<file path="config.mk">
export PLATFORM = sky130hd
export DESIGN_NAME = ddr2_mode_ctrl
export DESIGN_NICKNAME = d
export VERILOG_FILES = /design/src/rtl/ddr2_mode_pkg.sv /design/src/rtl/ddr2_mode_ctrl.sv /design/src/rtl/mode_wait_timer.sv
export SDC_FILE = /design/constraint.sdc
export NUM_CORES = 1
export LEC_CHECK = 0
export BUFFER_PORTS_ARGS = -buffer_cell sky130_fd_sc_hd__buf_2
export CAP_MARGIN = 20
export CORE_MARGIN = 2
export CORE_UTILIZATION = 45
export DETAILED_ROUTE_END_ITERATION = 8
export HOLD_SLACK_MARGIN = 0.15
export PLACE_DENSITY = 0.67
export SETUP_SLACK_MARGIN = 0.5
export SLEW_MARGIN = 5
export SYNTH_ARGS = -nofsm -noshare
export SYNTH_HDL_FRONTEND = slang
export SYNTH_SLANG_ARGS = --single-unit
</file>
<file path="constraint.sdc">
create_clock -name clk_i -period 3.6 [get_ports clk_i]
set_input_delay 0.36 -clock clk_i [delete_from_list [all_inputs] [get_ports clk_i]]
set_output_delay 0.36 -clock clk_i [all_outputs]
set_load 0.005 [all_outputs]
</file>
<file path="src/rtl/ddr2_mode_pkg.sv">
// package: command encodings, register fields, timing counts for the mode block
package ddr2_mode_pkg;
    // ======================================================================
    // clock and timing
    localparam int CLK_PERIOD_NS = 100;
    localparam int MODE_SET_CYCLE_TIME_CK = 2; // mode_set_cycle_time in clocks
    localparam int DLL_LOCK_CK = 200; // clocks from dll reset until reads
    localparam int CNT_W = 8;
    // counter loads derived from the clock counts so each count lives in one place
    localparam logic [CNT_W-1:0] DLL_LOCK_CNT = CNT_W'(DLL_LOCK_CK);
    localparam logic [CNT_W-1:0] MRD_CNT = CNT_W'(MODE_SET_CYCLE_TIME_CK);
    localparam int MIN_REFRESH_CMDS = 2;

    // ======================================================================
    // command codes {cs_n, ras_n, cas_n, we_n}
    localparam logic [3:0] CMD_NOP = 4'h7;
    localparam logic [3:0] CMD_READ = 4'h5;
    localparam logic [3:0] CMD_WRITE = 4'h4;
    localparam logic [3:0] CMD_ACT = 4'h3;
    localparam logic [3:0] CMD_PRE = 4'h2;
    localparam logic [3:0] CMD_REF = 4'h1;
    localparam logic [3:0] CMD_MRS = 4'h0;

    // ======================================================================
    // bank selects for register writes
    localparam logic [1:0] SEL_MODE = 2'h0;
    localparam logic [1:0] SEL_EXT1 = 2'h1;
    localparam logic [1:0] SEL_EXT2 = 2'h2;
    localparam logic [1:0] SEL_EXT3 = 2'h3;

    // ======================================================================
    // field positions
    localparam int ADDR_W = 13;
    localparam int MR_BL_LSB = 0;
    localparam int MR_BT_BIT = 3;
    localparam int MR_CL_LSB = 4;
    localparam int MR_TM_BIT = 7;
    localparam int MR_DLLRST_BIT = 8;
    localparam int MR_WR_LSB = 9;
    localparam int EM_DLLDIS_BIT = 0;
    localparam int EM_HALFDRV_BIT = 1;
    localparam int EM_RTT0_BIT = 2;
    localparam int EM_AL_LSB = 3;
    localparam int EM_RTT1_BIT = 6;
    localparam int EM_CAL_LSB = 7;
    localparam int EM_DQSDIS_BIT = 10;
    localparam int EM_READ_STROBE_OUTPUT_BIT = 11;
    localparam int AP_BIT = 10;

    // ======================================================================
    // field values and reset contents
    localparam logic [2:0] BL_FOUR = 3'h2;
    localparam logic [2:0] BL_EIGHT = 3'h3;
    localparam logic [2:0] CAL_EXIT = 3'h0;
    localparam logic [2:0] CAL_DEFAULT = 3'h7;
    localparam logic [12:0] MR_RESET = 13'h0000;
    localparam logic [12:0] EM_RESET = 13'h0000;

    // device states
    typedef enum logic [2:0] {
        ST_POWERUP = 3'b000,
        ST_IDLE = 3'b001,
        ST_MODE_ACC = 3'b010,
        ST_EXT_ACC = 3'b011,
        ST_SELF_REF = 3'b100,
        ST_ACTIVE = 3'b101
    } dev_state_t;
endpackage : ddr2_mode_pkg

</file>
<file path="src/rtl/ddr2_mode_ctrl.sv">
// device side command decode, mode registers, dll and init tracking
// ==========================================================================
// Summary of operation
// - only nop or deselect during register write
// - burst length four or eight only
// - activate gives row, access gives column
// - register writes leave array intact
// - all low with bank zero writes mode
// - mode register field layout
// - bank one selects extended register one
// - extended register one field layout
// - dll off in self refresh, on after
`timescale 1ns/1ps
module ddr2_mode_ctrl
    import ddr2_mode_pkg::*;
(
    // clock and reset
    input wire logic clk_i,
    input wire logic rst_i,
    // command pins, sampled on rising edges
    input wire logic cke_i,
    input wire logic cs_n_i,
    input wire logic ras_n_i,
    input wire logic cas_n_i,
    input wire logic we_n_i,
    input wire logic [1:0] ba_i,
    input wire logic [ADDR_W-1:0] addr_i,
    // decoded register contents
    output logic [2:0] burst_len_o,
    output logic burst_type_o,
    output logic [2:0] cas_lat_o,
    output logic [2:0] wr_recovery_o,
    output logic [2:0] add_lat_o,
    output logic [2:0] cal_mode_o,
    output logic half_drive_o,
    output logic [1:0] term_sel_o,
    output logic strobe_n_dis_o,
    output logic read_strobe_en_o,
    // row and column capture
    output logic [1:0] bank_o,
    output logic [ADDR_W-1:0] row_o,
    output logic [ADDR_W-1:0] col_o,
    output logic auto_pre_o,
    // status
    output logic dll_on_o,
    output logic dll_locked_o,
    output logic init_done_o,
    output logic reg_busy_o,
    output logic illegal_o
);
    // ======================================================================
    // command decode
    logic [3:0] cmd;
    logic is_mrs, is_act, is_rd, is_wr, is_pre, is_ref, is_nop;
    logic self_entry;
    assign cmd = {cs_n_i, ras_n_i, cas_n_i, we_n_i};
    assign is_nop = cs_n_i || (cmd == CMD_NOP);
    assign is_mrs = !cs_n_i && (cmd == CMD_MRS);
    assign is_act = !cs_n_i && (cmd == CMD_ACT);
    assign is_rd = !cs_n_i && (cmd == CMD_READ);
    assign is_wr = !cs_n_i && (cmd == CMD_WRITE);
    assign is_pre = !cs_n_i && (cmd == CMD_PRE);
    assign is_ref = !cs_n_i && (cmd == CMD_REF) && cke_i;
    assign self_entry = !cs_n_i && (cmd == CMD_REF) && !cke_i;

    dev_state_t state_q;
    logic [ADDR_W-1:0] mr_q, em1_q;
    logic [1:0] ref_cnt_q;
    logic dll_rst_seen_q, cal_default_q;
    logic mrd_busy, lock_busy;
    logic mrd_load, lock_load;
    logic wr_mode, wr_ext1;

    assign wr_mode = is_mrs && (ba_i == SEL_MODE) && (state_q == ST_IDLE);
    assign wr_ext1 = is_mrs && (ba_i == SEL_EXT1) && (state_q == ST_IDLE);
    assign mrd_load = is_mrs && (state_q == ST_IDLE);
    // dll lock restarts on a reset request or on leaving self refresh
    assign lock_load = (wr_mode && addr_i[MR_DLLRST_BIT])
        || (state_q == ST_SELF_REF && cke_i);

    // ======================================================================
    // timers
    mode_wait_timer #(.W(CNT_W)) u_mrd (
        .clk_i(clk_i),
        .rst_i(rst_i),
        .load_i(mrd_load),
        .count_i(MRD_CNT),
        .busy_o(mrd_busy)
    );
    mode_wait_timer #(.W(CNT_W)) u_lock (
        .clk_i(clk_i),
        .rst_i(rst_i),
        .load_i(lock_load),
        .count_i(DLL_LOCK_CNT),
        .busy_o(lock_busy)
    );

    // ======================================================================
    // state tracking; register access returns to idle after the wait
    always_ff @(posedge clk_i or posedge rst_i) begin
        if (rst_i) begin
            state_q <= ST_POWERUP;
        end else begin
            case (state_q)
                ST_POWERUP: begin
                    if (cke_i) state_q <= ST_IDLE;
                end
                ST_IDLE: begin
                    if (wr_mode) state_q <= ST_MODE_ACC;
                    else if (is_mrs) state_q <= ST_EXT_ACC;
                    else if (self_entry) state_q <= ST_SELF_REF;
                    else if (is_act) state_q <= ST_ACTIVE;
                end
                ST_MODE_ACC, ST_EXT_ACC: begin
                    if (!mrd_busy) state_q <= ST_IDLE;
                end
                ST_SELF_REF: begin
                    if (cke_i) state_q <= ST_IDLE;
                end
                ST_ACTIVE: begin
                    if (is_pre && addr_i[AP_BIT]) state_q <= ST_IDLE;
                end
                default: state_q <= ST_POWERUP;
            endcase
        end
    end

    // any non-nop during a register write wait is flagged
    always_ff @(posedge clk_i or posedge rst_i) begin
        if (rst_i) begin
            illegal_o <= 1'b0;
        end else begin
            illegal_o <= ((state_q == ST_MODE_ACC || state_q == ST_EXT_ACC) && !is_nop)
                || (is_rd && lock_busy);
        end
    end

    // ======================================================================
    // register storage; whole word replaced each write, array untouched
    always_ff @(posedge clk_i or posedge rst_i) begin
        if (rst_i) begin
            mr_q <= MR_RESET;
        end else if (wr_mode) begin
            mr_q <= addr_i;
        end
    end
    always_ff @(posedge clk_i or posedge rst_i) begin
        if (rst_i) begin
            em1_q <= EM_RESET;
        end else if (wr_ext1) begin
            em1_q <= addr_i;
        end
    end

    // calibration default must be followed by exit before normal use
    always_ff @(posedge clk_i or posedge rst_i) begin
        if (rst_i) begin
            cal_default_q <= 1'b0;
        end else if (wr_ext1) begin
            cal_default_q <= (addr_i[EM_CAL_LSB +: 3] == CAL_DEFAULT);
        end
    end

    // init progress: dll reset seen, then refreshes, then final mode write
    always_ff @(posedge clk_i or posedge rst_i) begin
        if (rst_i) begin
            dll_rst_seen_q <= 1'b0;
            ref_cnt_q <= '0;
            init_done_o <= 1'b0;
        end else if (wr_mode && addr_i[MR_DLLRST_BIT]) begin
            dll_rst_seen_q <= 1'b1;
            ref_cnt_q <= '0;
        end else if (is_ref && dll_rst_seen_q && ref_cnt_q != 2'h3) begin
            ref_cnt_q <= ref_cnt_q + 2'h1;
        end else if (wr_mode && ref_cnt_q >= 2'(MIN_REFRESH_CMDS)) begin
            init_done_o <= 1'b1;
        end
    end

    // ======================================================================
    // row and column capture
    always_ff @(posedge clk_i or posedge rst_i) begin
        if (rst_i) begin
            bank_o <= '0;
            row_o <= '0;
        end else if (is_act && state_q == ST_IDLE) begin
            bank_o <= ba_i;
            row_o <= addr_i;
        end
    end
    always_ff @(posedge clk_i or posedge rst_i) begin
        if (rst_i) begin
            col_o <= '0;
            auto_pre_o <= 1'b0;
        end else if ((is_rd || is_wr) && state_q == ST_ACTIVE) begin
            col_o <= addr_i;
            auto_pre_o <= addr_i[AP_BIT];
        end
    end

    // ======================================================================
    // decoded fields; burst codes other than eight fall back to four
    always_comb begin
        burst_len_o = (mr_q[MR_BL_LSB +: 3] == BL_EIGHT) ? BL_EIGHT : BL_FOUR;
    end
    assign burst_type_o = mr_q[MR_BT_BIT];
    assign cas_lat_o = mr_q[MR_CL_LSB +: 3];
    assign wr_recovery_o = mr_q[MR_WR_LSB +: 3];
    assign add_lat_o = em1_q[EM_AL_LSB +: 3];
    assign cal_mode_o = em1_q[EM_CAL_LSB +: 3];
    assign half_drive_o = em1_q[EM_HALFDRV_BIT];
    assign term_sel_o = {em1_q[EM_RTT1_BIT], em1_q[EM_RTT0_BIT]};
    assign strobe_n_dis_o = em1_q[EM_DQSDIS_BIT];
    assign read_strobe_en_o = em1_q[EM_READ_STROBE_OUTPUT_BIT];
    assign dll_on_o = !em1_q[EM_DLLDIS_BIT] && (state_q != ST_SELF_REF);
    assign dll_locked_o = dll_on_o && dll_rst_seen_q && !lock_busy;
    assign reg_busy_o = (state_q == ST_MODE_ACC) || (state_q == ST_EXT_ACC);

    // ======================================================================
    // checks
    chk_busy_nop: assert property (@(posedge clk_i) disable iff (rst_i)
        (reg_busy_o && !is_nop) |=> illegal_o)
        else $error("non-nop during register write not flagged");
    chk_mode_wait: assert property (@(posedge clk_i) disable iff (rst_i)
        (state_q == ST_IDLE && wr_mode) |=> reg_busy_o ##1 reg_busy_o)
        else $error("mode write wait too short");
    chk_mode_store: assert property (@(posedge clk_i) disable iff (rst_i)
        wr_mode |=> (mr_q == $past(addr_i)))
        else $error("mode register not written");
    chk_ext_store: assert property (@(posedge clk_i) disable iff (rst_i)
        wr_ext1 |=> (add_lat_o == $past(addr_i[EM_AL_LSB +: 3])))
        else $error("extended register one not written");
    chk_burst_len: assert property (@(posedge clk_i) disable iff (rst_i)
        (burst_len_o == BL_FOUR) || (burst_len_o == BL_EIGHT))
        else $error("bad burst length");
    chk_burst_eight: assert property (@(posedge clk_i) disable iff (rst_i)
        (wr_mode && addr_i[MR_BL_LSB +: 3] == BL_EIGHT) |=> (burst_len_o == BL_EIGHT))
        else $error("burst length eight not taken");
    chk_row_cap: assert property (@(posedge clk_i) disable iff (rst_i)
        (is_act && state_q == ST_IDLE) |=> (row_o == $past(addr_i)))
        else $error("row not captured");
    chk_self_dll: assert property (@(posedge clk_i) disable iff (rst_i)
        (state_q == ST_SELF_REF) |-> !dll_on_o)
        else $error("dll on in self refresh");
    chk_lock_wait: assert property (@(posedge clk_i) disable iff (rst_i)
        (wr_mode && addr_i[MR_DLLRST_BIT]) |=> !dll_locked_o [*8])
        else $error("dll lock reported early");
    chk_init_order: assert property (@(posedge clk_i) disable iff (rst_i)
        $rose(init_done_o) |-> dll_rst_seen_q)
        else $error("init done without dll reset");
    cov_mode_write: cover property (@(posedge clk_i) disable iff (rst_i) wr_mode);
    cov_self_ref: cover property (@(posedge clk_i) disable iff (rst_i)
        state_q == ST_SELF_REF);
    cov_init_done: cover property (@(posedge clk_i) disable iff (rst_i) $rose(init_done_o));
    // calibration default left again by an extended register one write with any other calibration code
    cov_cal_exit: cover property (@(posedge clk_i) disable iff (rst_i) $fell(cal_default_q));
endmodule : ddr2_mode_ctrl

</file>
<file path="src/rtl/mode_wait_timer.sv">
// down counter used for mode set wait and dll lock wait
`timescale 1ns/1ps
module mode_wait_timer
    import ddr2_mode_pkg::*;
#(
    parameter int W = CNT_W
) (
    // clock and reset
    input wire logic clk_i,
    input wire logic rst_i,
    // control
    input wire logic load_i,
    input wire logic [W-1:0] count_i,
    // status
    output logic busy_o
);
    logic [W-1:0] cnt_q;

    // load wins over counting so a restart is never lost
    always_ff @(posedge clk_i or posedge rst_i) begin
        if (rst_i) begin
            cnt_q <= '0;
        end else if (load_i) begin
            cnt_q <= count_i;
        end else if (cnt_q != '0) begin
            cnt_q <= cnt_q - W'(1);
        end
    end

    assign busy_o = (cnt_q != '0);
endmodule : mode_wait_timer

</file>
==> impl_metrics.json, run 1 <==
{
  "outcome": "finished clean",
  "power_frac_clock_pct": 25.2,
  "finalClockSkew_ns": 0.009405,
  "ys_top_cells_by_area": "dfrtp_1 54%, mux2_2 16%, buf_4 4.1%",
  "setup_violations": 0,
  "fin_cells": 440,
  "post-route-period-util_pct": 69.63,
  "synth_fp_nets": 301,
  "synth_top_cell_area_share_pct": 53.80,
  "switchingPower_mw": 1.033,
  "yosysSeqAreaShare_pct": 53.80,
  "critical_path.max_fanout": 15,
  "worstSetupPathType": "flop to flop",
  "drive_gt1_share_pct": 46.63,
  "htreeDepth": 3,
  "maxCapViolCount": 0,
  "yosysUniqueCellTypes": 53,
  "clk_path_buf_depth": 2,
  "yosys_warnings": 0,
  "p_per_area_mw_per_mm2": 830.2,
  "grt_first_pass_wirelength_um": 11880,
  "r2r-end": "u_lock.cnt_q[3]",
  "leakage_nw": 2.004,
  "timing.hold.ws_ns": 0.1565,
  "dp_slack_ns": 1.087,
  "dieHeight_um": 91.46,
  "antenna_left": 0,
  "routed_wl_um": 7080,
  "cts_tree": "yes",
  "drc": 0,
  "grt_overflow_total": 0,
  "hold_violations": 0,
  "r2r_slack_ns": 1.09,
  "via_per_inst": 5.202,
  "final.setup.tns_ns": 0,
  "gp_congestion": 0.8337,
  "rsz0062_at_grt": "no",
  "place_area_mm2": 0.003774,
  "synthesis.area_mm2": 0.003442,
  "grt_pass1_vias": 2301,
  "final_area_mm2": 0.004039,
  "netlist.top_cell.by_area": "dfrtp_1",
  "fmaxAchievable_mhz": 398.9,
  "r2r_cells": 4,
  "wl_per_cell_um": 16.09,
  "startpoint_type": "flop",
  "cts_root_buf": "clkbuf_8",
  "hold_class": "input port to async pin",
  "power.share.sequential_pct": 43.1,
  "irDropWorstVdd_v": 0.0003842,
  "crit_slowest_cell": "nor4_4",
  "synthToLayoutAreaGrowth_pct": 17.34,
  "cts.sinks": 74,
  "ios": 77,
  "fin_ws_ns": 1.093,
  "layout.nets": 364,
  "pwr-share-comb_pct": 31.8,
  "vias": 2289,
  "cts_resized": 0,
  "grt_use_met1_pct": 24.86,
  "cp_data_arrival_time_ns": 2.79,
  "hpwlAfterDp_um": 4938,
  "die_x_um": 91.46,
  "crit_chain": "or3b_2 -> nor4_4 -> a32o_1 -> or2_2",
  "slowest_delay_ns": 0.84,
  "die-area_mm2": 0.008365,
  "critPathBufInv": 0,
  "clk_latency_ns": 0.34,
  "first_pass_iters": 4,
  "track_usage_pct": 18.06,
  "synth_edf_count": 0,
  "p_sw_share_pct": 30.80,
  "yosysMostFrequentCell": "dfrtp_1",
  "worst_ep_required_time_ns": 3.88,
  "grt.busiest_layer": "met2",
  "post-cts-setup-buffers": 0,
  "grt_use_met3_pct": 5.726,
  "end_kind": "flop",
  "std_cell_rows": 31,
  "drv_slew": 0,
  "ys_ff_latch": 74,
  "period_needed_ns": 2.507,
  "synthTopCellsByCount": "74 x dfrtp_1, 50 x mux2_2, 19 x buf_4, 14 x nor2_1, 10 x a21oi_1",
  "internal_power_mw": 2.320,
  "syn_avg_cell_area_um2": 12.61,
  "cts_buffers": 9,
  "antenna_found_initial": 0,
  "hold_buffers": 0,
  "power_mw": 3.353,
  "path_clk_slew_ns": 0.08,
  "synth_async_sr_flop_share_pct": 100.0,
  "fin_util_pct": 55.09,
  "cp_top_family": "simple AND/OR/NAND/NOR gates",
  "grt_max_degree": 37,
  "ys.flop_type": "dfrtp_1",
  "relSlewSlack_pct": 33.55,
  "use_met2_pct": 27.27,
  "initial_core_util_pct": 46.95,
  "core_area_mm2": 0.007331,
  "r2r_start": "state_q[2]",
  "tightest_slew_ns": 0.9893,
  "num_antenna_cells": 0,
  "port_buffers": 74,
  "post-place-cells": 424,
  "drtIter0Drc": 50,
  "syn_inst": 273
}
[per-layer routing]
layer  vias to the layer above  share of wire, %
li1                       1081                 -
met1                      1135                46
met2                        60                46
met3                        13               6.1
met4                         0               1.5
met5                         -                 0
[worst max path at each step]
stage / start / end / slack [ns] / cells after the start
3_3_place_gp: state_q[2] / u_lock.cnt_q[3] / 1.13 / 4
5_1_grt: state_q[2] / u_lock.cnt_q[3] / 0.94 / 4
6_report: state_q[2] / u_lock.cnt_q[3] / 1.09 / 4
4_1_cts: state_q[2] / u_lock.cnt_q[3] / 1.09 / 4
3_5_place_dp: cs_n_i / u_lock.cnt_q[3] / 1.09 / 5
2_1_floorplan: rst_i / bank_o[0] / 1.36 / 1
[registers in the layout, summed over array words and instances, names as in the netlist, 2 cells and up]
name and cells:
ref_cnt_q 2, u_mrd.cnt_q 8, u_lock.cnt_q 8, state_q 3, mr_q 10, col_o 13
em1_q 12, bank_o 2, row_o 13
[placed cells by master (no fill, tap or decap), drive strengths merged, types with 3 or more instances in the layout]
| cell type | instances |
|---|---|
| a21oi | 10 |
| inv | 9 |
| a211oi | 3 |
| xnor2 | 7 |
| bufinv | 4 |
| nand2 | 8 |
| o21ai | 3 |
| or3 | 6 |
| nand3b | 4 |
| nor2 | 15 |
| nor2b | 3 |
| ha | 6 |
| nor3 | 4 |
| nand2b | 3 |
| or2 | 4 |
| nor3b | 4 |
| buf | 76 |
| or4 | 3 |
| clkbuf | 9 |
| dfrtp | 74 |
| nand3 | 3 |
| mux2 | 50 |
[power groups by stage]
stage | Clock [mW] | Combinational (mW) | Sequential (mW)
detailed placement | 0 | 1.08 | 1.45
CTS | 0.864 | 1.08 | 1.44
global route | 0.901 | 1.20 | 1.50
floorplan | 0 | 0.771 | 1.41
global placement | 0 | 1.06 | 1.43
finish | 0.843 | 1.07 | 1.44
[logic make-up (layout without fill, tap and decap cells)]
group | after synthesis | after routing | synth area share (%)
buffers and inverters | 33 | 101 | 6.143
muxes | 51 | 51 | 16.65
AOI/OAI and AO/OA | 33 | 33 | 6.725
DFF | 74 | 74 | 53.80
adders and majority gates | 6 | 6 | 2.181
other | 2 | 2 | 0.2182
xor gates and xnor gates | 7 | 7 | 1.781
and+or+nand+nor | 67 | 67 | 12.50
[cell type report]
cell class,count,area (um2)
clock buffers,9,123.9
repair buffers,76,385.4
flip-flops and latches,74,1852
fillers,643,3292
multi-input cells,166,1379
well taps,99,123.9
inverters,9,33.78
clock inverters,7,141.4
Power figures use the tool's default switching activity.
==> run 2, diff against run 1 <==
==> constraint.sdc (replaced) <==
create_clock -name clk_i -period 2.45 [get_ports clk_i]
set_input_delay 0.245 -clock clk_i [delete_from_list [all_inputs] [get_ports clk_i]]
set_output_delay 0.245 -clock clk_i [all_outputs]
set_load 0.005 [all_outputs]
==> impl_metrics.json, run 2 (synthesis gave the netlist of run 1 again) <==
{
  "fin_cells": 458,
  "path_clk_slew_ns": 0.08,
  "wl_met2_um": 3506,
  "worst_ep_required_time_ns": 2.70,
  "period_needed_ns": 1.901,
  "hpwlAfterDp_um": 4895,
  "wl_per_cell_um": 15.84,
  "layout.cells.most_common": "buf_2",
  "top_regs": "col_o: 13 flops, row_o: 13 flops, em1_q: 12 flops",
  "initial_core_util_pct": 46.95,
  "hold_class": "input port to flop",
  "fmaxAchievable_mhz": 526.0,
  "gp_congestion": 0.7947,
  "synthToLayoutAreaGrowth_pct": 21.30,
  "slowest_delay_ns": 0.55,
  "routed_wl_um": 7255,
  "crit_chain": "or3_4 -> or4b_4 -> a211oi_1 -> a2bb2oi_1",
  "grt_first_pass_wirelength_um": 12080,
  "die-area_mm2": 0.008365,
  "timing.hold.ws_ns": 0.1771,
  "hold_violations": 0,
  "post-place-cells": 429,
  "clk_path_buf_depth": 2,
  "drc": 0,
  "relSlewSlack_pct": 45.29,
  "die_x_um": 91.46,
  "cts.sinks": 74,
  "first_pass_iters": 4,
  "cts_root_buf": "clkbuf_8",
  "critical_path.max_fanout": 5,
  "finalClockSkew_ns": 0.01320,
  "wl_met1_um": 3210,
  "antenna_left": 0,
  "layout.nets": 382,
  "clk_latency_ns": 0.34,
  "drive_gt1_share_pct": 50.14,
  "cp_data_arrival_time_ns": 2.15,
  "fillers": 640,
  "grt_max_degree": 39,
  "tightest_slew_ns": 0.8189,
  "dieHeight_um": 91.46,
  "final_cell_mix": "75 x buf_2, 74 x dfrtp_1, 50 x mux2_2",
  "rsz0062_at_grt": "yes",
  "cp_top_family": "simple AND/OR/NAND/NOR gates",
  "grt_overflow_total": 0,
  "maxCapViolCount": 0,
  "grt_pass1_vias": 2491,
  "drtIter0Drc": 141,
  "vias": 2387,
  "std_cell_rows": 31,
  "worstSetupPathType": "flop to flop",
  "final.setup.tns_ns": 0,
  "highest_layer": "met4",
  "end_kind": "flop",
  "port_buffers": 74,
  "core_area_mm2": 0.007331,
  "post-route-period-util_pct": 77.60,
  "track_usage_pct": 18.10,
  "crit_slowest_cell": "or4b_4",
  "cts_buffers": 9,
  "startpoint_type": "flop",
  "setup_violations": 0,
  "outcome": "finished clean",
  "htreeDepth": 3,
  "critPathBufInv": 0,
  "p_per_area_mw_per_mm2": 1149,
  "irDropWorstVdd_v": 0.0005810,
  "cts_tree": "yes",
  "antenna_found_initial": 0,
  "drv_slew": 0,
  "via_per_inst": 5.212,
  "leakage_nw": 2.085,
  "power_mw": 4.796,
  "num_antenna_cells": 0,
  "wl_met3_um": 444,
  "ios": 77
}
-- run 2: area by class of cell --
class                           count  area [um2]  share of cell area [%]
Multi-Input combinational cell    166        1438                   34.43
Clock buffer                       10       127.6                   3.057
Tap cell                           99       123.9                   2.967
Clock inverter                      6       65.06                   1.558
Sequential cell                    74        1852                   44.35
Timing Repair Buffer               94       531.8                   12.74
Inverter                            9       37.54                  0.8990
-- run 2: through the flow --
step	utilization, %	cell area, um2	worst slack [ns]
after floorplan	-	3451	0.4739
after global placement	52.11	3820	0.4188
after detailed placement	52.11	3820	0.4010
after CTS	56.02	4106	0.4562
after global routing	56.96	4175	0.4522
final	56.96	4175	0.5487
-- run 2: power breakdown --
group | internal [mW] | switching, mW | total (mW)
Clock | 0.473 | 0.451 | 0.924
Combinational | 0.986 | 0.762 | 1.75
Sequential | 1.75 | 0.371 | 2.12
-- run 2: layer usage --
layer	vias up	global-route usage, %
li1	1118	-
met1	1195	22.17
met2	64	30.09
met5	-	0
met3	10	6.390
met4	0	5.303
-- run 2: timing repair --
action | 4_1_cts | 5_1_grt
buffers inserted | 4 | 4
pin swaps | 2 | 2
endpoints found under the setup margin | 28 | 33
hold endpoints to repair | 40 | 0
cloned | 0 | 1
gates resized for setup | 6 | 8
hold buffers | 4 | 0
-- run 2: worst paths after layout --
| kind | depth (start not counted) | slack [ns] | from | endpoint |
|---|---|---|---|---|
| worst max-delay path | 4 | 0.55 | u_mrd.cnt_q[6] | state_q[2] |
| worst min-delay path | 2 | 0.18 | addr_i[9] | row_o[9] |
| worst max register to register | 4 | 0.55 | u_mrd.cnt_q[6] | state_q[2] |
| worst min register to register | 1 | 0.48 | init_done_o | init_done_o |
| max in group asynchronous | 4 | 1.17 | rst_i | row_o[3] |
| min in group asynchronous | 3 | 0.59 | rst_i | row_o[9] |
==> run 3, diff against run 2 <==
==> constraint.sdc (replaced) <==
create_clock -name clk_i -period 2 [get_ports clk_i]
set_input_delay 0.2 -clock clk_i [delete_from_list [all_inputs] [get_ports clk_i]]
set_output_delay 0.2 -clock clk_i [all_outputs]
set_load 0.005 [all_outputs]
==> impl_metrics.json, run 3 (synthesis gave the netlist of run 1 again) <==
{
  "outcome": "finished clean",
  "port_buffers": 74,
  "initial_core_util_pct": 46.95,
  "finalClockSkew_ns": 0.01087,
  "setup_violations": 0,
  "grt_overflow_total": 0,
  "layout.cells.most_common": "buf_2",
  "final_cell_mix": "74 x buf_2, 73 x dfrtp_1, 49 x mux2_2",
  "antenna_left": 0,
  "cp_data_arrival_time_ns": 2.13,
  "grt_max_degree": 75,
  "path_clk_slew_ns": 0.08,
  "timing.hold.ws_ns": 0.1578,
  "first_pass_iters": 4,
  "via_per_inst": 5.213,
  "die_x_um": 91.46,
  "hold_class": "input port to flop",
  "std_cell_rows": 31,
  "drv_slew": 0,
  "wl_met2_um": 4243,
  "core_area_mm2": 0.007331,
  "vias": 2549,
  "tightest_slew_ns": 0.5643,
  "cts_buffers": 9,
  "grt_pass1_vias": 2510,
  "die-area_mm2": 0.008365,
  "endpoint": "state_q[0]",
  "relSlewSlack_pct": 62.17,
  "htreeDepth": 3,
  "irDropWorstVdd_v": 0.001001,
  "worstSetupPathType": "flop to flop",
  "startpoint_type": "flop",
  "hold_violations": 0,
  "cts_root_buf": "clkbuf_8",
  "antenna_found_initial": 0,
  "post-place-cells": 430,
  "ios": 77,
  "drtIter0Drc": 163,
  "r2r_slack_ns": 0.12,
  "p_per_area_mw_per_mm2": 1465,
  "period_needed_ns": 1.878,
  "cp-startpoint": "u_mrd.cnt_q[1]",
  "fin_cells": 489,
  "routed_wl_um": 8522,
  "wl_met1_um": 3661,
  "hpwlAfterDp_um": 4614,
  "synthToLayoutAreaGrowth_pct": 40.35,
  "r2r_cells": 6,
  "end_kind": "flop",
  "highest_layer": "met4",
  "layout.nets": 413,
  "gp_congestion": 0.8089,
  "post-route-period-util_pct": 93.89,
  "top_regs": "col_o: 13 flops, row_o: 13 flops, em1_q: 12 flops",
  "cts.sinks": 74,
  "worst_ep_required_time_ns": 2.25,
  "rsz0062_at_grt": "yes",
  "dieHeight_um": 91.46,
  "drc": 0,
  "grt_first_pass_wirelength_um": 12910,
  "r2r-end": "state_q[0]",
  "final.setup.tns_ns": 0,
  "cts_tree": "yes",
  "wl_per_cell_um": 17.43,
  "num_antenna_cells": 0,
  "clk_path_buf_depth": 2,
  "clk_latency_ns": 0.34,
  "drive_gt1_share_pct": 59.49,
  "critical_path.max_fanout": 6,
  "r2r_start": "u_mrd.cnt_q[1]",
  "fmaxAchievable_mhz": 532.5,
  "leakage_nw": 2.351,
  "maxCapViolCount": 0,
  "track_usage_pct": 19.76,
  "wl_met3_um": 512
}
[run 3: cell types whose count changed in the layout (fill, tap and decap cells not counted), moves of 4 or more]
cell,delta
a21oi_2,+4
a21oi_1,-5
buf_6,+10
dlygate4sd3_1,+9
buf_4,+8
[run 3: worst min path at each step]
stage               from              end  slack, ns  cells after the start
6_report       addr_i[8]     ref_cnt_q[0]       0.16                      2
4_1_cts        addr_i[8]     ref_cnt_q[0]       0.15                      2
5_1_grt        addr_i[8]     ref_cnt_q[0]       0.15                      2
3_5_place_dp       rst_i  u_lock.cnt_q[4]       0.34                      3
3_3_place_gp       rst_i  u_lock.cnt_q[4]       0.34                      3
2_1_floorplan     cs_n_i        illegal_o       0.27                      1
[run 3: report_power, final]
group | switching [mW] | internal (mW) | leakage, nW | total, mW
Clock | 0.562 | 0.904 | 0.130 | 1.47
Sequential | 0.462 | 2.15 | 0.932 | 2.61
Combinational | 1.28 | 1.72 | 1.29 | 3.00
Total | 2.31 | 4.77 | 2.35 | 7.08
[run 3: layout make-up]
cell class                 instances  area, um2
fill                             532       2500
sequential                        74       1853
multi-input combinational        168       1708
timing repair buffer             123      849.6
clock buffer                      11      151.4
tap                               99      123.9
clock inverter                     5      107.6
inverter                           9      37.54
[run 3: what timing repair did]
| action | 4_1_cts | 5_1_grt |
|---|---|---|
| pin swaps | 6 | 24 |
| setup buffers | 8 | 20 |
| setup endpoints to repair | 74 | 77 |
| hold buffers | 13 | 0 |
| cloned | 2 | 0 |
| resized for setup | 25 | 39 |
| endpoints found under the hold margin | 112 | 0 |
[run 3: critical path, stage by stage, from the launching register on]
cell      delay [ns]
dfrtp_1         0.42
inv_2           0.11
ha_4            0.14
nor2b_4         0.14
or4b_4          0.52
a2111o_1        0.39
o211ai_1        0.08
[run 3: layer usage]
metal  vias up  GRT usage, %
met5         -             0
met4         0         5.556
met3         7         6.307
met2        75         30.88
met1      1283         26.49
li1       1184             -
[run 3: stage by stage]
step           instance area (um2)  utilization (%)  worst slack, ns  power [mW]
6_report                      4831            65.90           0.1222       7.078
5_1_grt                       4831            65.90          0.05899       7.517
4_1_cts                       4509            61.51           0.1366       6.526
3_5_place_dp                  3905            53.27          0.06515       4.689
3_3_place_gp                  3905            53.27           0.1171       4.617
2_1_floorplan                 3531                -          0.05937       4.032
